[config.mk]
export PLATFORM = sky130hd
export DESIGN_NAME = scanner_byte_path
export DESIGN_NICKNAME = d
export VERILOG_FILES = /design/src/logic/scanner_pkg.sv /design/src/logic/iface_store.sv /design/src/logic/scanner_byte_path.sv
export SDC_FILE = /design/constraint.sdc
export NUM_CORES = 1
export LEC_CHECK = 0
export BUFFER_PORTS_ARGS = -buffer_cell sky130_fd_sc_hd__clkbuf_2
export CAP_MARGIN = 20
export CORE_AREA = 10 10 255 257
export DETAILED_ROUTE_END_ITERATION = 6
export DIE_AREA = 0 0 265 267
export MAX_ROUTING_LAYER = met4
export SYNTH_ARGS = -nofsm -noshare
export SYNTH_HDL_FRONTEND = slang
export SYNTH_SLANG_ARGS = --single-unit
[constraint.sdc]
create_clock -name core_clk -period 4.2 [get_ports core_clk]
set_input_delay 0.42 -clock core_clk [delete_from_list [all_inputs] [get_ports core_clk]]
set_output_delay 0.42 -clock core_clk [all_outputs]
set_load 0.02 [all_outputs]
[src/logic/scanner_pkg.sv]
package scanner_pkg;
	// ------------------------------------------------------------
	// register map
	// ------------------------------------------------------------
	localparam logic [7:0] CTRL_OFFSET   = 8'h00;
	localparam logic [7:0] LIMIT_OFFSET  = 8'h04;
	localparam logic [7:0] STATUS_OFFSET = 8'h08;
	localparam logic [7:0] CTRL_RESET    = 8'h00;
	localparam logic [7:0] LIMIT_RESET   = 8'h3F;
	// control register bits
	localparam int CTRL_SCAN_EN     = 0;
	localparam int CTRL_ASYNC       = 1;
	localparam int CTRL_TIMER_EN    = 2;
	localparam int CTRL_LINE_CODING = 3;
	localparam int CTRL_LONG_BASE   = 4;
	localparam int CTRL_START_ODD   = 5;
	localparam int CTRL_W           = 6;
	// ------------------------------------------------------------
	// interface store entry layout
	// ------------------------------------------------------------
	localparam int E_STAGED_LSB = 0;
	localparam int E_PAR_LSB    = 16;
	localparam int E_PTR        = 18;
	localparam int E_TIMER_LSB  = 19;
	localparam int E_WORK       = 27;
	localparam int E_FULL       = 28;
	localparam int E_HW_LSB     = 29;
	localparam int E_BLEN_LSB   = 31;
	localparam int E_END3       = 35;
	localparam int ENTRY_W      = 36;
	localparam logic [3:0] THREE_ADDR_LEN = 4'h3;
	// ------------------------------------------------------------
	// front-end control byte bits
	// ------------------------------------------------------------
	localparam int FE_CTRL_LINE_CODING = 0;
	localparam int FE_CTRL_EOB         = 1;
	localparam int FE_CTRL_ODD         = 2;
endpackage : scanner_pkg

[src/logic/iface_store.sv]
`timescale 1ns/1ps
module iface_store #(
	parameter int W  = 36,
	parameter int AW = 4
) (
	input  wire logic          core_clk,
	input  wire logic          rstn,
	input  wire logic          wr_en,
	input  wire logic [AW-1:0] wr_addr,
	input  wire logic [W-1:0]  wr_data,
	input  wire logic [AW-1:0] rd_addr,
	output logic      [W-1:0]  rd_data_reg
);
	logic [W-1:0] mem [0:(1<<AW)-1];

	always_ff @(posedge core_clk) begin
		if (wr_en) begin
			mem[wr_addr] <= wr_data;
		end
	end

	always_ff @(posedge core_clk or negedge rstn) begin
		if (!rstn) begin
			rd_data_reg <= '0;
		end else begin
			rd_data_reg <= mem[rd_addr];
		end
	end
endmodule : iface_store

[src/logic/scanner_byte_path.sv]
// Summary of operation
// [RULE_01] transmit bytes come from the staged halfword or straight from control store
// [RULE_02] direct transfer picks even or odd byte by start-on-odd and burst position
// [RULE_03] write front-end phase moves one byte of the staged halfword to front-end data output
// [RULE_04] write front-end phase may run with no prior cycle-steal data phase
// [RULE_05] each sent byte carries a control byte with line coding and end of burst
// [RULE_06] transmit underrun blocks any byte to the front end
// [RULE_07] force-10 timer full blocks any transmit byte
// [RULE_08] receive overrun blocks any byte transfer
// [RULE_09] received byte is stacked into the staged halfword when allowed
// [RULE_10] stacking the first byte of a halfword sets the halfword byte pointer on; the second byte clears it
// [RULE_11] started asynchronous timer counts on its time base and detects full
// [RULE_12] asynchronous timer full resets the stored timer value
// [RULE_13] short timer uses the external 480 Hz time base
// [RULE_14] long timer uses the external 100 ms time base
// [RULE_15] burst boundary or end of transmission starts the receive short timer
// [RULE_16] end of transmission stops force-10 timer, clearing value and work bits
// [RULE_17] force-10 full keeps running, or stays stacked with timer enable option
// [RULE_18] force-30 full raises level 2 timeout to the control processor
// [RULE_19] force-0 stops and resets the synchronous receive timer
// [RULE_20] three-address control after end-3 flag forces burst length to three
// [RULE_21] three-address control without end-3 flag leaves burst length alone
// [RULE_22] transmit write phase checks staged parity; bad raises internal error
// [RULE_23] receive stacking checks incoming parity; bad raises internal error
// [RULE_24] each halfword boundary adds one to the two-bit halfword count
// [RULE_25] per-interface transmit and receive entries, one entry per scan slot
`timescale 1ns/1ps
module scanner_byte_path
	import scanner_pkg::*;
#(
	parameter int IFACE_AW = 3
) (
	input  wire logic                core_clk,
	input  wire logic                rstn,
	input  wire logic                wb_cyc_i,
	input  wire logic                wb_stb_i,
	input  wire logic                wb_we_i,
	input  wire logic [7:0]          wb_adr_i,
	input  wire logic [3:0]          wb_sel_i,
	input  wire logic [31:0]         wb_dat_i,
	output logic      [31:0]         wb_dat_o,
	output logic                     wb_ack_o,
	input  wire logic                tb_short,
	input  wire logic                tb_long,
	output logic                     slot_active,
	output logic      [IFACE_AW-1:0] slot_iface,
	output logic                     slot_rx,
	input  wire logic                cp_data_valid,
	input  wire logic [15:0]         cp_halfword,
	input  wire logic [1:0]          cp_par,
	input  wire logic                wfe_req,
	input  wire logic                direct_req,
	input  wire logic                burst_start,
	input  wire logic                end_of_burst,
	input  wire logic                underrun,
	input  wire logic                overrun,
	input  wire logic                rx_byte_valid,
	input  wire logic [7:0]          incoming_byte_field,
	input  wire logic                rx_par,
	input  wire logic                end_of_transmission,
	input  wire logic                burst_boundary,
	input  wire logic                timer_start,
	input  wire logic                force10_start,
	input  wire logic                force30_start,
	input  wire logic                force0,
	input  wire logic                end3_flag,
	input  wire logic                param_valid,
	input  wire logic                param_three_addr,
	input  wire logic [3:0]          param_burst_len,
	output logic                     fe_valid_reg,
	output logic      [7:0]          front_end_data_field_reg,
	output logic      [7:0]          fe_ctrl_reg,
	output logic                     rx_hw_valid_reg,
	output logic      [15:0]         rx_hw_reg,
	output logic                     l2_timeout_reg,
	output logic                     l2_internal_error_reg,
	output logic                     async_full_reg
);
	localparam int AW = IFACE_AW + 1;
	localparam logic [AW-1:0] LAST_ADDR = {AW{1'b1}};

	typedef enum logic [1:0] {INIT, READ, PROC} scan_state_type;

	// ------------------------------------------------------------
	// functions
	// ------------------------------------------------------------
	function automatic logic parity_bad(input logic [7:0] b,
		input logic p);
		parity_bad = ~(^{b, p});
	endfunction : parity_bad

	// ------------------------------------------------------------
	// registers and bus slave
	// ------------------------------------------------------------
	logic [CTRL_W-1:0] ctrl_reg;
	logic [7:0]        limit_reg;
	logic [7:0]        err_count_reg;
	scan_state_type    state_reg;
	logic [AW-1:0]     addr_reg;
	logic              wb_hit;

	assign wb_hit = wb_cyc_i & wb_stb_i & ~wb_ack_o;

	always_ff @(posedge core_clk or negedge rstn) begin
		if (!rstn) begin
			ctrl_reg  <= CTRL_RESET[CTRL_W-1:0];
			limit_reg <= LIMIT_RESET;
		end else if (wb_hit & wb_we_i & wb_sel_i[0]) begin
			if (wb_adr_i == CTRL_OFFSET) begin
				ctrl_reg <= wb_dat_i[CTRL_W-1:0];
			end else if (wb_adr_i == LIMIT_OFFSET) begin
				limit_reg <= wb_dat_i[7:0];
			end
		end
	end

	always_ff @(posedge core_clk or negedge rstn) begin
		if (!rstn) begin
			wb_ack_o <= 1'b0;
			wb_dat_o <= 32'h0;
		end else begin
			wb_ack_o <= wb_hit;
			if (wb_hit & ~wb_we_i) begin
				if (wb_adr_i == CTRL_OFFSET) begin
					wb_dat_o <= {{(32-CTRL_W){1'b0}}, ctrl_reg};
				end else if (wb_adr_i == LIMIT_OFFSET) begin
					wb_dat_o <= {24'h0, limit_reg};
				end else if (wb_adr_i == STATUS_OFFSET) begin
					wb_dat_o <= {16'h0, err_count_reg,
						(state_reg == INIT), {(7-AW){1'b0}}, addr_reg};
				end else begin
					wb_dat_o <= 32'h0;
				end
			end
		end
	end

	// ------------------------------------------------------------
	// time base synchronisers and round ticks
	// ------------------------------------------------------------
	logic [2:0] short_sync_reg;
	logic [2:0] long_sync_reg;
	logic       short_seen_reg;
	logic       long_seen_reg;
	logic       round_short_reg;
	logic       round_long_reg;
	logic       short_edge;
	logic       long_edge;
	logic       round_end;

	assign short_edge = short_sync_reg[1] & ~short_sync_reg[2];
	assign long_edge  = long_sync_reg[1] & ~long_sync_reg[2];
	assign round_end  = (state_reg == PROC) && (addr_reg == LAST_ADDR);

	always_ff @(posedge core_clk or negedge rstn) begin
		if (!rstn) begin
			short_sync_reg <= 3'h0;
			long_sync_reg  <= 3'h0;
		end else begin
			short_sync_reg <= {short_sync_reg[1:0], tb_short}; // RULE_13
			long_sync_reg  <= {long_sync_reg[1:0], tb_long}; // RULE_14
		end
	end

	always_ff @(posedge core_clk or negedge rstn) begin
		if (!rstn) begin
			short_seen_reg  <= 1'b0;
			long_seen_reg   <= 1'b0;
			round_short_reg <= 1'b0;
			round_long_reg  <= 1'b0;
		end else if (round_end) begin
			round_short_reg <= short_seen_reg | short_edge;
			round_long_reg  <= long_seen_reg | long_edge;
			short_seen_reg  <= 1'b0;
			long_seen_reg   <= 1'b0;
		end else begin
			short_seen_reg <= short_seen_reg | short_edge;
			long_seen_reg  <= long_seen_reg | long_edge;
		end
	end

	// ------------------------------------------------------------
	// scan sequencer and interface store
	// ------------------------------------------------------------
	logic [ENTRY_W-1:0] rd_entry;
	logic [ENTRY_W-1:0] wr_entry;
	logic               wr_en;

	always_ff @(posedge core_clk or negedge rstn) begin
		if (!rstn) begin
			state_reg <= INIT;
			addr_reg  <= '0;
		end else begin
			case (state_reg)
				INIT: begin
					addr_reg <= addr_reg + 1'b1;
					if (addr_reg == LAST_ADDR) begin
						state_reg <= READ;
					end
				end
				READ: begin
					if (ctrl_reg[CTRL_SCAN_EN]) begin
						state_reg <= PROC;
					end
				end
				default: begin
					state_reg <= READ;
					addr_reg  <= addr_reg + 1'b1; // RULE_25
				end
			endcase
		end
	end

	assign slot_active = (state_reg == PROC);
	assign slot_iface  = addr_reg[AW-1:1];
	assign slot_rx     = addr_reg[0];
	assign wr_en       = (state_reg == INIT) || (state_reg == PROC);

	iface_store #(.W(ENTRY_W), .AW(AW)) u_store (
		.core_clk    (core_clk),
		.rstn        (rstn),
		.wr_en       (wr_en),
		.wr_addr     (addr_reg),
		.wr_data     ((state_reg == INIT) ? '0 : wr_entry),
		.rd_addr     (addr_reg),
		.rd_data_reg (rd_entry)
	); // RULE_25

	// ------------------------------------------------------------
	// slot processing
	// ------------------------------------------------------------
	logic [15:0] rd_staged, wr_staged, src_hw;
	logic [1:0]  rd_par, wr_par, src_par, rd_hw, wr_hw;
	logic [7:0]  rd_timer, wr_timer, send_byte;
	logic [3:0]  rd_blen, wr_blen;
	logic        rd_ptr, wr_ptr, rd_work, wr_work, rd_full, wr_full;
	logic        rd_end3, wr_end3, tick, timer_at_full, f10_full_now;
	logic        blocked, direct, byte_odd, send, send_par, bad_tx;
	logic        bad_rx, timeout, afull, hw_out;

	assign rd_staged = rd_entry[E_STAGED_LSB +: 16];
	assign rd_par    = rd_entry[E_PAR_LSB +: 2];
	assign rd_ptr    = rd_entry[E_PTR];
	assign rd_timer  = rd_entry[E_TIMER_LSB +: 8];
	assign rd_work   = rd_entry[E_WORK];
	assign rd_full   = rd_entry[E_FULL];
	assign rd_hw     = rd_entry[E_HW_LSB +: 2];
	assign rd_blen   = rd_entry[E_BLEN_LSB +: 4];
	assign rd_end3   = rd_entry[E_END3];
	assign wr_entry  = {wr_end3, wr_blen, wr_hw, wr_full, wr_work,
		wr_timer, wr_ptr, wr_par, wr_staged};
	assign tick = ctrl_reg[CTRL_ASYNC] & ctrl_reg[CTRL_LONG_BASE] ?
		round_long_reg : round_short_reg; // RULE_13 RULE_14
	assign timer_at_full = (rd_timer == limit_reg);

	always_comb begin
		wr_staged = rd_staged;
		wr_par = rd_par;
		wr_ptr = rd_ptr;
		wr_timer = rd_timer;
		wr_work = rd_work;
		wr_full = rd_full;
		wr_hw = rd_hw;
		wr_blen = rd_blen;
		wr_end3 = rd_end3;
		f10_full_now = 1'b0;
		timeout = 1'b0;
		afull = 1'b0;
		send = 1'b0;
		bad_tx = 1'b0;
		bad_rx = 1'b0;
		hw_out = 1'b0;
		direct = direct_req & cp_data_valid;
		src_hw = direct ? cp_halfword : rd_staged; // RULE_01
		src_par = direct ? cp_par : rd_par;
		byte_odd = direct ? (ctrl_reg[CTRL_START_ODD] & burst_start)
			: rd_ptr; // RULE_02
		send_byte = byte_odd ? src_hw[7:0] : src_hw[15:8];
		send_par = byte_odd ? src_par[0] : src_par[1];
		// timers
		if (ctrl_reg[CTRL_ASYNC]) begin
			if (timer_start || (slot_rx &&
				(burst_boundary || end_of_transmission))) begin
				wr_work = 1'b1; // RULE_15
				wr_timer = 8'h00;
			end else if (rd_work && tick) begin
				if (timer_at_full) begin
					wr_timer = 8'h00; // RULE_12
					wr_work = 1'b0;
					afull = 1'b1; // RULE_11
				end else begin
					wr_timer = rd_timer + 8'h01; // RULE_11
				end
			end
		end else if (!slot_rx) begin
			if (end_of_transmission) begin
				wr_timer = 8'h00; // RULE_16
				wr_work = 1'b0;
				wr_full = 1'b0;
			end else if (force10_start) begin
				wr_timer = 8'h00;
				wr_work = 1'b1;
				wr_full = 1'b0;
			end else if (rd_work && !rd_full && tick && timer_at_full) begin
				f10_full_now = 1'b1;
				if (ctrl_reg[CTRL_TIMER_EN]) begin
					wr_full = 1'b1; // RULE_17
				end else begin
					wr_timer = 8'h00; // RULE_17
				end
			end else if (rd_work && !rd_full && tick) begin
				wr_timer = rd_timer + 8'h01;
			end
		end else begin
			if (force0) begin
				wr_timer = 8'h00; // RULE_19
				wr_work = 1'b0;
				wr_full = 1'b0;
			end else if (force30_start) begin
				wr_timer = 8'h00;
				wr_work = 1'b1;
			end else if (rd_work && tick && timer_at_full) begin
				timeout = 1'b1; // RULE_18
				wr_timer = 8'h00;
				wr_work = 1'b0;
			end else if (rd_work && tick) begin
				wr_timer = rd_timer + 8'h01;
			end
		end
		blocked = underrun | f10_full_now | rd_full; // RULE_06 RULE_07
		// data path
		if (!slot_rx) begin
			if (wfe_req && !blocked) begin
				send = 1'b1; // RULE_03 RULE_04
				bad_tx = parity_bad(send_byte, send_par); // RULE_22
				wr_staged = src_hw;
				wr_par = src_par;
				wr_ptr = ~byte_odd;
				if (byte_odd) begin
					wr_hw = rd_hw + 2'h1; // RULE_24
				end
			end else if (!wfe_req && cp_data_valid && !underrun) begin
				wr_staged = cp_halfword;
				wr_par = cp_par;
				wr_ptr = 1'b0;
			end
		end else begin
			if (rx_byte_valid && !overrun) begin // RULE_08
				bad_rx = parity_bad(incoming_byte_field, rx_par); // RULE_23
				if (!rd_ptr) begin
					wr_staged[15:8] = incoming_byte_field; // RULE_09
					wr_par[1] = rx_par;
					wr_ptr = 1'b1; // RULE_10
				end else begin
					wr_staged[7:0] = incoming_byte_field; // RULE_09
					wr_par[0] = rx_par;
					wr_ptr = 1'b0;
					wr_hw = rd_hw + 2'h1; // RULE_24
					hw_out = 1'b1;
				end
			end
			if (param_valid) begin
				if (param_three_addr && rd_end3) begin
					wr_blen = THREE_ADDR_LEN; // RULE_20
				end else if (!param_three_addr) begin
					wr_blen = param_burst_len; // RULE_21
				end
				wr_end3 = 1'b0;
			end else if (end3_flag) begin
				wr_end3 = 1'b1;
			end
		end
	end

	// ------------------------------------------------------------
	// outputs
	// ------------------------------------------------------------
	logic proc;
	assign proc = (state_reg == PROC);

	always_ff @(posedge core_clk or negedge rstn) begin
		if (!rstn) begin
			fe_valid_reg <= 1'b0;
			front_end_data_field_reg <= 8'h00;
			fe_ctrl_reg <= 8'h00;
		end else begin
			fe_valid_reg <= proc & send;
			if (proc & send) begin
				front_end_data_field_reg <= send_byte; // RULE_03
				fe_ctrl_reg <= 8'h00;
				fe_ctrl_reg[FE_CTRL_LINE_CODING] <=
					ctrl_reg[CTRL_LINE_CODING]; // RULE_05
				fe_ctrl_reg[FE_CTRL_EOB] <= end_of_burst; // RULE_05
				fe_ctrl_reg[FE_CTRL_ODD] <= byte_odd;
			end
		end
	end

	always_ff @(posedge core_clk or negedge rstn) begin
		if (!rstn) begin
			rx_hw_valid_reg <= 1'b0;
			rx_hw_reg <= 16'h0000;
		end else begin
			rx_hw_valid_reg <= proc & hw_out;
			if (proc & hw_out) begin
				rx_hw_reg <= {rd_staged[15:8], incoming_byte_field};
			end
		end
	end

	always_ff @(posedge core_clk or negedge rstn) begin
		if (!rstn) begin
			l2_timeout_reg <= 1'b0;
			l2_internal_error_reg <= 1'b0;
			async_full_reg <= 1'b0;
			err_count_reg <= 8'h00;
		end else begin
			l2_timeout_reg <= proc & timeout; // RULE_18
			l2_internal_error_reg <= proc & (bad_tx | bad_rx); // RULE_22 RULE_23
			async_full_reg <= proc & afull;
			if (proc & (bad_tx | bad_rx)) begin
				err_count_reg <= err_count_reg + 8'h01;
			end
		end
	end
endmodule : scanner_byte_path

# ---- Word-level counts from Yosys, hierarchy flattened
# Memories as Yosys holds them, arrays and structs flattened. A register that Yosys moved wholly into a read port is not among the register bits.
# Cells that the tools add are included.
dict set report word_totals {
  ff_bits 103
  latch_bits 0
  ramBits 576
  romBits 0
  out_inout_bits 75
  word_cells 190
  mem_count 1
}
dict set report op_classes {
  add_sub_neg 4
  multipliers 0
  div 0
  n_lt_le_gt_ge 0
  n_eq_ne 8
  shift 0
  n_mux 100
  bitwise 28
  n_reduce_logical 28
}
# memory words width rd rd_clocked_by_memory_dff write_ports line
set mem_list {}
lappend mem_list {u_store.mem 16 36 1 1 1 iface_store.sv:14} ;# logic [W-1:0] mem [0:(1<<AW)-1];
# cell count
set op_table {}
lappend op_table {{$mux W8} 17}
lappend op_table {{$mux W16} 8}
lappend op_table {{$mux W1} 57}
lappend op_table {{$mux W36} 1}
lappend op_table {{$mux W2} 12}
lappend op_table {{$reduce_xor A9 Y1} 2}
lappend op_table {{$add A8 B1 Y8 const B} 2}
lappend op_table {{$mux W4} 4}
lappend op_table {{$and A1 B1 Y1} 15}
lappend op_table {{$logic_and A1 B1 Y1} 12}
lappend op_table {{$eq A8 B3 Y1 const B} 1}
lappend op_table {{$eq A8 B4 Y1 const B} 1}
lappend op_table {{$eq A8 B8 Y1} 1}
lappend op_table {{$logic_not A8 Y1} 1}
lappend op_table {{$not A1 Y1} 8}
lappend op_table {{$logic_not A1 Y1} 6}
lappend op_table {{$or A1 B1 Y1} 5}
lappend op_table {{$add A4 B1 Y4 const B} 1}
lappend op_table {{$eq A4 B4 Y1 const B} 1}
lappend op_table {{$pmux W2 S2} 1}
lappend op_table {{$reduce_and A2 Y1} 2}
lappend op_table {{$logic_or A1 B1 Y1} 3}
lappend op_table {{$reduce_and A3 Y1} 1}
lappend op_table {{$add A2 B1 Y2 const B} 1}
lappend op_table {{5 further kinds} 5}

# ---- Longest topological paths before layout
# Gate-level depths: netlist of run 1.
dict set report logic_depth {
  ltp_word 17
  mapped_depth 10
}

# ---- Modules after synthesis
# From an unflattened synthesis of run 1, not the netlist that was laid out.
dict set report hier_totals {
  cells_unflattened 1549
  area_unflattened_um2 28198.3
}
# module n_inst cells_per_inst area_each_um2 seq_area_each_um2
set by_module_without_submodules {}
lappend by_module_without_submodules {iface_store 1 938 22499.1 18197.5}
lappend by_module_without_submodules {scanner_byte_path 1 611 5699.2 2184.6}

# ---- Worst setup path after synthesis of run 1
# Ideal clock, no wire load.
dict set report synth_path {
  kind {register to register}
  start {register addr_reg[0]}
  end {memory u_store.mem[0][10] (data pin)}
  arrival_time_ps 2710
  t_required_ps 3898
  setup_slack_ps 1187
  stages_incl_launch_ff 11
  period_less_slack_ps 3013
  path_cell_list {dfrtp_1 > buf_6 > or3_1 > nand2b_1 > buf_4 > o31ai_2 > o21a_1 > buf_2 > buf_2 > nand2_1 > a31oi_1}
}
dict set report synth_via {
  elab_chain_len 9
}
# element line
set synth_rtl {}
lappend synth_rtl {{from (decl)} scanner_byte_path.sv:99} ;# logic [AW-1:0] addr_reg;
lappend synth_rtl {{from (signal assigned)} scanner_byte_path.sv:196} ;# addr_reg <= addr_reg + 1'b1;
lappend synth_rtl {{from (signal assigned)} scanner_byte_path.sv:208} ;# addr_reg <= addr_reg + 1'b1;
lappend synth_rtl {{$mux W1} scanner_byte_path.sv:295} ;# end else if (!slot_rx) begin
lappend synth_rtl {{$mux W1} scanner_byte_path.sv:281} ;# if (ctrl_reg[CTRL_ASYNC]) begin
lappend synth_rtl {{$or A1 B1 Y1 (2 in series)} scanner_byte_path.sv:330} ;# blocked = underrun | f10_full_now | rd_full;
lappend synth_rtl {{$logic_not A1 Y1} scanner_byte_path.sv:333} ;# if (wfe_req && !blocked) begin
lappend synth_rtl {{$logic_and A1 B1 Y1} scanner_byte_path.sv:333}
lappend synth_rtl {{$mux W16} scanner_byte_path.sv:333}
lappend synth_rtl {{$mux W16 (*)} scanner_byte_path.sv:332} ;# if (!slot_rx) begin
lappend synth_rtl {{$mux W36 (*)} scanner_byte_path.sv:224} ;# .wr_data ((state_reg == INIT) ? '0 : wr_entry),
lappend synth_rtl {{via u_store.wr_data[10]} iface_store.sv:10} ;# input wire logic [W-1:0] wr_data,
lappend synth_rtl {{to (decl)} iface_store.sv:14}
# The timed path passes the listed nets; every way through them passes the cells marked *.

# ---- Final worst setup path of run 1
dict set report layout_path {
  start {register addr_reg[0]}
  end {memory u_store.mem[7][11] (data pin)}
}
# Same word-level chain as after synthesis.

==> metrics, run 1 <==
outcome=finished clean; RSZ-0062 raised after global routing=no; Final TNS setup=0 ns; met3 wire len=3360 um; DR pass1 iterations=5; post-CTS sizing=0; Slew Limit Fails=0; DR WL met2=26700 um; layout cells sized above 1=0.323; Setup-failing EPs final=0; Buffers on Ports=118; Int Power=11.9 mW; Max Cap Viol=0; final hold vios=0; largest net degree at the start of global routing=86; clk slew on worst S/H paths=0.06 ns; Initial DRC Count=1055; CP Launch Type=flip-flop; Power per Cell Area=619 nW/um2; Clock Path Buffers=3; Layout area overhead=15.0%; Initial Util=0.395; first-pass GRT wire length=82700 um; initial antenna violation count=0; Detailed Place HPWL=33500 um; Most used DFF post-synth=edfxtp_1; root buf cell=clkbuf_16; most frequent cells in the layout=edfxtp_1, mux4_2, nand2_1; drt wl/cell=24.0 um; synthesis warning total=0; commonest non-fill, non-tap cell in the layout=edfxtp_1; Unique masters post-synth=66; Seq pwr share=0.462; Met1 Routed Length=23900 um; clk_lat worst skew=0.61 ns; Crit. End Element=flip-flop; drt via density=5.42; register area=16900 um2; Die Span X=265 um; RePlAce Congestion=0.811; H-tree Lvls=2; CTS tree=yes; Syn Inst Count=1293; total wire length=54900 um; Syn Area/Cell=18.3 um2; Filler Cell Count=5081; cell row count=90; count of flip-flops with a built-in enable after synthesis=464; via count=12400; crit share post-route=0.804; worst-margin pin slew=1.06 ns; Ports=174; vias in the first global route=12800; Clk pwr share=0.281; die area=70800 um2; Max-Slew Margin vs Limit=0.290; Net count, final=1565; GRT Total Usage=0.159; CTS sink cnt=580; Comb power frac=0.257; Core Util, Final=0.454; largest fanout on the critical path=18; fin crit period=3.38 ns; Remaining DRCs=0; crit path kind=flip-flop to flip-flop; sequential-to-total area share from yosys stat=0.712; Worst Path Required=4.65 ns; area of the multi-input gates=6440 um2; highest metal used=met4; n_diodes=0; Pleak=9.63 nW; skew final=0.0182 ns; Overflow after GRT=0; CTS buffer count=56; hold buffer count at cts=4; async set or reset register ratio after synthesis=0.200; postcts setup bufs=0; Achievable Freq=296 MHz; Sw Pwr=4.88 mW; core area=59900 um2; peak supply drop=0.454 mV; area leader, netlist=edfxtp_1; max reg flops=464; Netlist Area Pre-Place=23600 um2; switching share of power=0.290; Synth top area share=0.589; DRT antenna net count=0; synthesized flop and latch total=580; worst path arrival time=3.82 ns; synth top area cells=edfxtp_1, mux4_2, dfrtp_1; Die Ht=267 um; worst hold path class=primary input to flip-flop
==> power by group through the flow <==
stage          combinational (mW)  clock [mW]  sequential [mW]
6_report                     4.33        4.72             7.78
5_1_grt                      4.71        5.06             7.82
4_1_cts                      4.34        4.84             7.78
3_5_place_dp                 4.33           0             7.90
3_3_place_gp                 4.23           0             7.90
2_1_floorplan                3.17           0             7.61
==> cell families after synthesis <==
family                     Yosys count  synth area share
adders and majority gates            7           0.00370
buffers and inverters               97            0.0196
xor gates and xnor gates            33            0.0137
other                                1          0.000159
AOI/OAI and AO/OA                  139            0.0410
DFF                                580             0.712
and+or+nand+nor                    242            0.0482
muxes                              194             0.161
==> final timing paths <==
check                                               end  cells after the start                       start  slack, ns
setup reg to reg           u_store.mem[7][11]$_DFFE_PP_                      7     addr_reg[0]$_DFFE_PN0N_       0.82
min in group asynchronous      rx_hw_reg[6]$_DFFE_PN0P_                      2                        rstn       0.46
hold / removal                 limit_reg[6]$_DFFE_PN0P_                      2                 wb_dat_i[6]       0.04
max in group asynchronous      limit_reg[1]$_DFFE_PN1P_                      3                        rstn       2.72
setup / recovery           u_store.mem[7][11]$_DFFE_PP_                      7     addr_reg[0]$_DFFE_PN0N_       0.82
hold reg to reg              long_sync_reg[1]$_DFF_PN0_                      0  long_sync_reg[0]$_DFF_PN0_       0.36
==> synthesized netlist by cell type, types with 15 or more instances <==
cell type  instances
mux2_2            31
mux2i_1           15
dfrtp_1          110
nand2_1          123
and3_1            18
buf_4             22
a21oi_1           28
a31o_2            18
and2_1            17
a31oi_1           19
mux4_2           145
edfxtp_1         464
clkbuf_1          48
nor2_1            37
o21ai_0           23
xnor2_1           21
==> metrics by stage <==
stage	instances	cell area (um2)	setup WS (ns)	total power [mW]	hold slack, ns
after floorplan	1313	23700	1.19	10.8	0.124
after global placement	2174	25400	0.882	12.1	0.347
after detailed placement	2174	25400	0.827	12.2	0.336
after CTS	2280	27100	0.804	17.0	0.0100
after global routing	2285	27200	0.657	17.6	0.0381
final	2285	27200	0.825	16.8	0.0397
==> worst max-delay path: stages, from the launching register on <==
cell      delay, ns
dfrtp_4        0.62
or3_1          0.45
nand2b_1       0.37
o31ai_2        0.47
o21a_1         0.62
nand2_1        0.11
a31oi_1        0.28
buf_4          0.25
==> layout make-up <==
cell class / count / share of cell area
clock inverter: 33 / 0.00893
sequential: 580 / 0.620
multi-input combinational: 636 / 0.237
inverter: 8 / 0.00110
tap: 782 / 0.0360
timing repair buffer: 177 / 0.0432
clock buffer: 69 / 0.0541
==> per-layer routing <==
layer / track usage / vias up
li1: - / 5419
met1: 0.211 / 6477
met2: 0.255 / 412
met3: 0.0229 / 74
met4: 0.0443 / 0
met5: - / -
No activity file was read; power rests on OpenSTA's default activity.
==> run 2, diff against run 1 <==
--- a/config.mk
+++ b/config.mk
@@ -5,11 +5,12 @@
 export SDC_FILE = /design/constraint.sdc
 export NUM_CORES = 1
 export LEC_CHECK = 0
+export ABC_AREA = 1
 export BUFFER_PORTS_ARGS = -buffer_cell sky130_fd_sc_hd__clkbuf_2
 export CAP_MARGIN = 20
-export CORE_AREA = 10 10 255 257
+export CORE_AREA = 10 10 259 261
 export DETAILED_ROUTE_END_ITERATION = 6
-export DIE_AREA = 0 0 265 267
+export DIE_AREA = 0 0 269 271
 export MAX_ROUTING_LAYER = met4
 export SYNTH_ARGS = -nofsm -noshare
 export SYNTH_HDL_FRONTEND = slang
==> constraint.sdc (replaced) <==
create_clock -name core_clk -period 3.1 [get_ports core_clk]
set_input_delay 0.31 -clock core_clk [delete_from_list [all_inputs] [get_ports core_clk]]
set_output_delay 0.31 -clock core_clk [all_outputs]
set_load 0.02 [all_outputs]
==> run 2 against run 1 <==
Net effect: synthesized area grew 3.2%; cell count rose by 42%; core utilization increased by 0.79 points; clock power rose by 49%.
==> metrics, run 2 <==
outcome=finished clean; first-pass GRT wire length=100000 um (+21%); CTS tree=yes; peak supply drop=0.697 mV (+54%); Remaining DRCs=0 (unchanged); RSZ-0062 raised after global routing=no; Overflow after GRT=0 (unchanged); layout cells sized above 1=0.139 (-0.183); Final TNS setup=0 ns (unchanged); drt wl/cell=20.6 um (-14%); crit path kind=flip-flop to flip-flop; sequential-to-total area share from yosys stat=0.690 (-0.0223); H-tree Lvls=2 (unchanged); die area=72900 um2 (+3.0%); skew final=0.0304 ns (+0.0122 ns); Net count, final=2456 (+57%); DRT antenna net count=0 (unchanged); area leader, netlist=edfxtp_1; worst hold path class=primary input to flip-flop; Unique masters post-synth=41 (-38%); GRT Total Usage=0.183 (+0.0236); core area=61600 um2 (+2.8%); Achievable Freq=385 MHz (+30%); cell row count=91 (+1.1%); largest net degree at the start of global routing=194 (+130%); reg2reg end=u_store.mem[5][10]$_DFFE_PP_; crit share post-route=0.837 (+0.0332); fin crit period=2.59 ns (-0.781 ns); most frequent cells in the layout=edfxtp_1, nand2_1, o21ai_0; Detailed Place HPWL=39300 um (+18%); Die Span X=269 um (+1.5%); Max Cap Viol=0 (unchanged); worst setup margin=0.506 ns (-0.319 ns); pre-CTS setup slack=0.193 ns (-0.634 ns); Die Ht=271 um (+1.5%); post-CTS sizing=0 (unchanged); Worst Path Required=3.41 ns (-1.24 ns); async set or reset register ratio after synthesis=0.200 (unchanged); root buf cell=clkbuf_16; initial antenna violation count=3 (+3); Core Util, Final=0.462 (+0.00794); r2r worst-path depth=5 (-2); clk slew on worst S/H paths=0.06 ns (about the same); Power per Cell Area=878 nW/um2 (+42%); Pwr Total=25.0 mW (+48%); Max-Slew Margin vs Limit=0.327 (+0.0370); CP startpoint=addr_reg[0]$_DFFE_PN0N_; count leader, synth=edfxtp_1; Syn Area/Cell=11.1 um2 (-39%); Initial DRC Count=1688 (+60%); Layout area overhead=16.5%; worst hold stages=3 (+1); drt via density=5.39 (-0.58%); Filler Cell Count=5552 (+9.3%); Clock Path Buffers=3 (unchanged); Most used DFF post-synth=edfxtp_1; synthesis warning total=0 (unchanged); Setup-failing EPs final=0 (unchanged); worst-margin pin slew=1.01 ns (-0.0485 ns); Slew Limit Fails=0 (unchanged); final hold vios=0 (unchanged); Reg-to-Reg Start=addr_reg[0]$_DFFE_PN0N_; FF-to-FF setup slack=0.51 ns (-0.32 ns); synthesized flop and latch total=580 (unchanged); max reg flops=464 (unchanged); count of flip-flops with a built-in enable after synthesis=464 (unchanged); Layout Cells excl Fill=3236 (+42%); CP Launch Type=flip-flop; CTS buffer count=57 (+1.8%); clk_lat worst skew=0.63 ns (+0.02 ns); Placed Instances=3109 (+43%); RePlAce Congestion=0.859 (+5.9%); total wire length=66700 um (+21%); CTS sink cnt=580 (unchanged); Crit. End Element=flip-flop; vias in the first global route=16600 (+29%); Pleak=10.6 nW (+9.8%); Ports=174 (unchanged); Setup crit end=u_store.mem[5][10]$_DFFE_PP_; largest fanout on the critical path=193 (+175); DR pass1 iterations=5 (unchanged); commonest non-fill, non-tap cell in the layout=edfxtp_1; Buffers on Ports=118 (unchanged); via count=17400 (+41%); Synth top cells by count=edfxtp_1, nand2_1, o21ai_0; Syn Inst Count=2203 (+70%); Netlist Area Pre-Place=24400 um2 (+3.2%); synth top area cells=edfxtp_1, dfrtp_1, o21ai_0; Synth top area share=0.571 (-0.0185); worst path arrival time=2.91 ns (-0.91 ns); Initial Util=0.396 (+0.00160)
## run 2: cell count changes after synthesis, sizes merged, moves of 109 or more
cell	change
mux4	-145
o22ai	+119
nand2	+246
nor2	+268
o21ai	+325
inv	+109
## run 2: area by class of cell
class / count / area, um2 / share of cell area
flip-flops and latches: 580 / 16800 / 0.592
well taps: 837 / 1050 / 0.0368
clock inverters: 31 / 352 / 0.0124
inverters: 116 / 440 / 0.0155
repair buffers: 216 / 1530 / 0.0539
multi-input cells: 1379 / 6680 / 0.235
clock buffers: 74 / 1540 / 0.0542
diodes: 3 / 7.51 / 0.000264
## run 2: cells by family (layout without fill, tap and decap cells)
logic type,count (synthesis),count (layout),synth area share
xor gates and xnor gates,20,20,0.00717
adders and majority gates,7,7,0.00359
buffers and inverters,264,437,0.0456
AOI/OAI and AO/OA,547,547,0.123
DFF,580,580,0.690
other,1,24,0.000154
muxes,3,3,0.00123
and+or+nand+nor,781,781,0.130
## run 2: report_power, final
group          internal [mW]  switching (mW)
Combinational           2.20            5.52
Sequential              9.89           0.313
Clock                   4.08            2.95
## run 2: per-layer routing
layer  share of wire  global-route usage
met2            0.48               0.290
met5               0                   -
met3           0.073              0.0266
met4           0.026              0.0551
met1            0.42               0.240
## run 2: timing repair
action,CTS,global route
setup endpoints to repair,0,0
hold buffers,16,0
endpoints found under the hold margin,71,0
buffers inserted,0,0
## run 2: through the flow
step | instance area, um2 | hold WS (ns)
detailed placement | 26400 | 0.302
global route | 28400 | 0.0516
CTS | 28400 | 0.000628
floorplan | 24500 | 0.0144
finish | 28400 | 0.0389
global placement | 26400 | 0.297
## run 2: how the worst min path moves through the flow
stage,to,start
after global routing,rx_hw_reg[4]$_DFFE_PN0P_,incoming_byte_field[4]
after detailed placement,ctrl_reg[5]$_DFFE_PN0P_,rstn
after floorplan,addr_reg[0]$_DFFE_PN0N_,rstn
final,rx_hw_reg[4]$_DFFE_PN0P_,incoming_byte_field[4]
after CTS,l2_timeout_reg$_DFF_PN0_,force0
after global placement,ctrl_reg[5]$_DFFE_PN0P_,rstn
## run 2: critical path, stage by stage (launching register included)
cell and delay (ns):
dfrtp_4 0.47, buf_12 0.48, ha_1 0.27, nand2_1 0.24, nor2_4 0.47, buf_12 0.26
==> run 3, diff against run 2 <==
==> constraint.sdc (replaced) <==
create_clock -name core_clk -period 2.67 [get_ports core_clk]
set_input_delay 0.267 -clock core_clk [delete_from_list [all_inputs] [get_ports core_clk]]
set_output_delay 0.267 -clock core_clk [all_outputs]
set_load 0.02 [all_outputs]
==> run 3 against run 2 <==
Net effect: hold slack lost 0.018 ns; wire length grew 0.29%; first-iteration DRC count shrank 5.2%; fmax grew 2.2%; register-to-register slack lost 0.37 ns; combinational power grew 22%; non-clock buffer count grew 57; die area is the same; via count shrank 0.28%; core utilization grew 0.73 points; setup slack lost 0.37 ns; count of clock-buffer cells in the layout grew 8; critical path type unchanged; largest power group unchanged.
==> metrics, run 3 (same netlist as run 2, synthesis figures left out) <==
outcome=finished clean; max reg flops=464 (unchanged); CTS buffer count=56 (-1.8%); Placed Instances=3163 (+1.7%); critical path's slowest cell=buf_12; Worst Path Required=3.02 ns (-0.39 ns); root buf cell=clkbuf_16; Clk pwr share=0.262 (-0.020); CP delay by family, top=buffers and inverters; switching share of power=0.356 (+0.00446); final hold vios=0 (unchanged); placed cell area=26900 um2 (+1.9%); Comb power frac=0.326 (+0.017); worst path arrival time=2.89 ns (-0.02 ns); vias in the first global route=16600 (+0.17%); Layout area overhead=18.4%; Detailed Place HPWL=40600 um (+3.2%); DR pass1 iterations=5 (unchanged); Max Cap Viol=0 (unchanged); CP Launch Type=flip-flop; fin crit period=2.54 ns (-0.0555 ns); Max-Slew Margin vs Limit=0.344 (+0.0174); skew final=0.0156 ns (-0.0148 ns); Int Power=18.5 mW (+15%); Ports=174 (unchanged); initial antenna violation count=1 (-2); CP Cell Sequence=inv_6, buf_12, o21ai_0, a31oi_2, nor3_2, buf_2; Pwr Total=28.8 mW (+15%); layout cells sized above 1=0.161 (+0.0214); first-pass GRT wire length=100000 um (+0.23%); Clock Path Buffers=3 (unchanged); via count=17400 (-0.28%); most frequent cells in the layout=edfxtp_1, nand2_1, o21ai_0; Min Hold Slack=0.0213 ns (-0.0176 ns); Achievable Freq=394 MHz (+2.2%); total wire length=66900 um (+0.29%); Largest stage delay, worst path=0.56 ns (+0.08 ns); peak supply drop=0.761 mV (+9.3%); Sw Pwr=10.3 mW (+17%); crit path kind=flip-flop to flip-flop; Filler Cell Count=5494 (-1.0%); CTS sink cnt=580 (unchanged); worst hold path class=primary input to flip-flop; clk_lat worst skew=0.62 ns (about the same); GRT Total Usage=0.184 (+0.000978); Net count, final=2512 (+2.3%); RePlAce Congestion=0.870 (+1.3%); Overflow after GRT=0 (unchanged); commonest non-fill, non-tap cell in the layout=edfxtp_1; clk slew on worst S/H paths=0.06 ns (about the same); die area=72900 um2 (unchanged); DRT antenna net count=0 (unchanged); core area=61600 um2 (unchanged); Die Span X=269 um (unchanged); Setup-failing EPs final=0 (unchanged); CP bufs+invs=3 (+1); Seq pwr share=0.412 (+0.003); Final TNS setup=0 ns (unchanged); largest net degree at the start of global routing=201 (+3.6%); final instance area=28900 um2 (+1.6%); worst-margin pin slew=0.984 ns (-0.0261 ns); CTS tree=yes; Initial Util=0.396 (unchanged); Layout Cells excl Fill=3289 (+1.6%); Initial DRC Count=1600 (-5.2%); Slew Limit Fails=0 (unchanged); Die Ht=271 um (unchanged); Crit. End Element=flip-flop; Remaining DRCs=0 (unchanged); Power per Cell Area=997 nW/um2 (+14%); H-tree Lvls=2 (unchanged); drt via density=5.29 (-1.9%); drt wl/cell=20.3 um (-1.3%); crit share post-route=0.951 (+0.114); RSZ-0062 raised after global routing=no; largest fanout on the critical path=200 (+3.6%); Buffers on Ports=118 (unchanged); Pleak=10.8 nW (+2.6%); cell row count=91 (unchanged)
## run 3: cell count changes in the layout (fill, tap and decap cells not counted), moves of 5 or more
cell       previous run  this run
buf_4                68       113
buf_12               13        20
clkinv_1             11         5
bufinv_16             7         1
clkbuf_1             13        18
## run 3: cell type report
cell class,instances,area (um2),share of cell area
Tap cell,837,1050,0.0362
Clock inverter,21,161,0.00559
Inverter,116,440,0.0152
Antenna cell,1,2.50,0.0000866
Multi-Input combinational cell,1379,6710,0.232
Timing Repair Buffer,273,2100,0.0727
Sequential cell,580,16800,0.583
Clock buffer,82,1590,0.0550
## run 3: stage by stage
stage,setup slack [ns],utilization
floorplan,-0.137,-
global placement,0.0369,0.436
detailed placement,-0.0323,0.436
CTS,0.0647,0.469
global route,0.0328,0.469
finish,0.131,0.469
## run 3: per-layer routing
| metal | vias to the layer above | part of all wire | global-route usage | routed length [um] |
|---|---|---|---|---|
| met3 | 107 | 0.067 | 0.0254 | 4490 |
| met2 | 587 | 0.47 | 0.292 | 31800 |
| li1 | 8145 | - | - | - |
| met1 | 8547 | 0.43 | 0.241 | 28900 |
| met5 | - | 0 | - | 0 |
| met4 | 0 | 0.027 | 0.0554 | 1800 |
## run 3: tightest hold or removal path, stage by stage
cell	delay, ns
clkbuf_2	0.10
inv_1	0.12
o21ai_0	0.10
## run 3: worst paths after layout
check | start | to | slack, ns | cells after the start
worst min register to register | long_sync_reg[0]$_DFF_PN0_ | long_sync_reg[1]$_DFF_PN0_ | 0.35 | 0
worst min-delay path | incoming_byte_field[2] | rx_hw_reg[2]$_DFFE_PN0P_ | 0.02 | 3
max in group asynchronous | rstn | limit_reg[4]$_DFFE_PN1P_ | 1.71 | 3
worst max register to register | addr_reg[0]$_DFFE_PN0N_ | u_store.mem[1][14]$_DFFE_PP_ | 0.13 | 6
worst max-delay path | addr_reg[0]$_DFFE_PN0N_ | u_store.mem[1][14]$_DFFE_PP_ | 0.13 | 6
min in group asynchronous | rstn | rx_hw_reg[12]$_DFFE_PN0P_ | 0.18 | 2
## run 3: what timing repair did
action                                  4_1_cts  5_1_grt
resized for setup                             3        7
pin swaps                                     0        2
endpoints found under the setup margin       33      228
setup buffers                                 0        0
cloned                                        1        1
hold endpoints to repair                     60        0
hold buffers                                 20        0
## run 3: power by group through the flow
stage / clock (mW) / sequential (mW) / combinational [mW]
5_1_grt: 8.07 / 11.9 / 10.4
2_1_floorplan: 0 / 11.9 / 5.74
4_1_cts: 7.69 / 11.9 / 9.33
3_5_place_dp: 0 / 12.0 / 9.09
3_3_place_gp: 0 / 12.0 / 8.86
6_report: 7.55 / 11.9 / 9.39
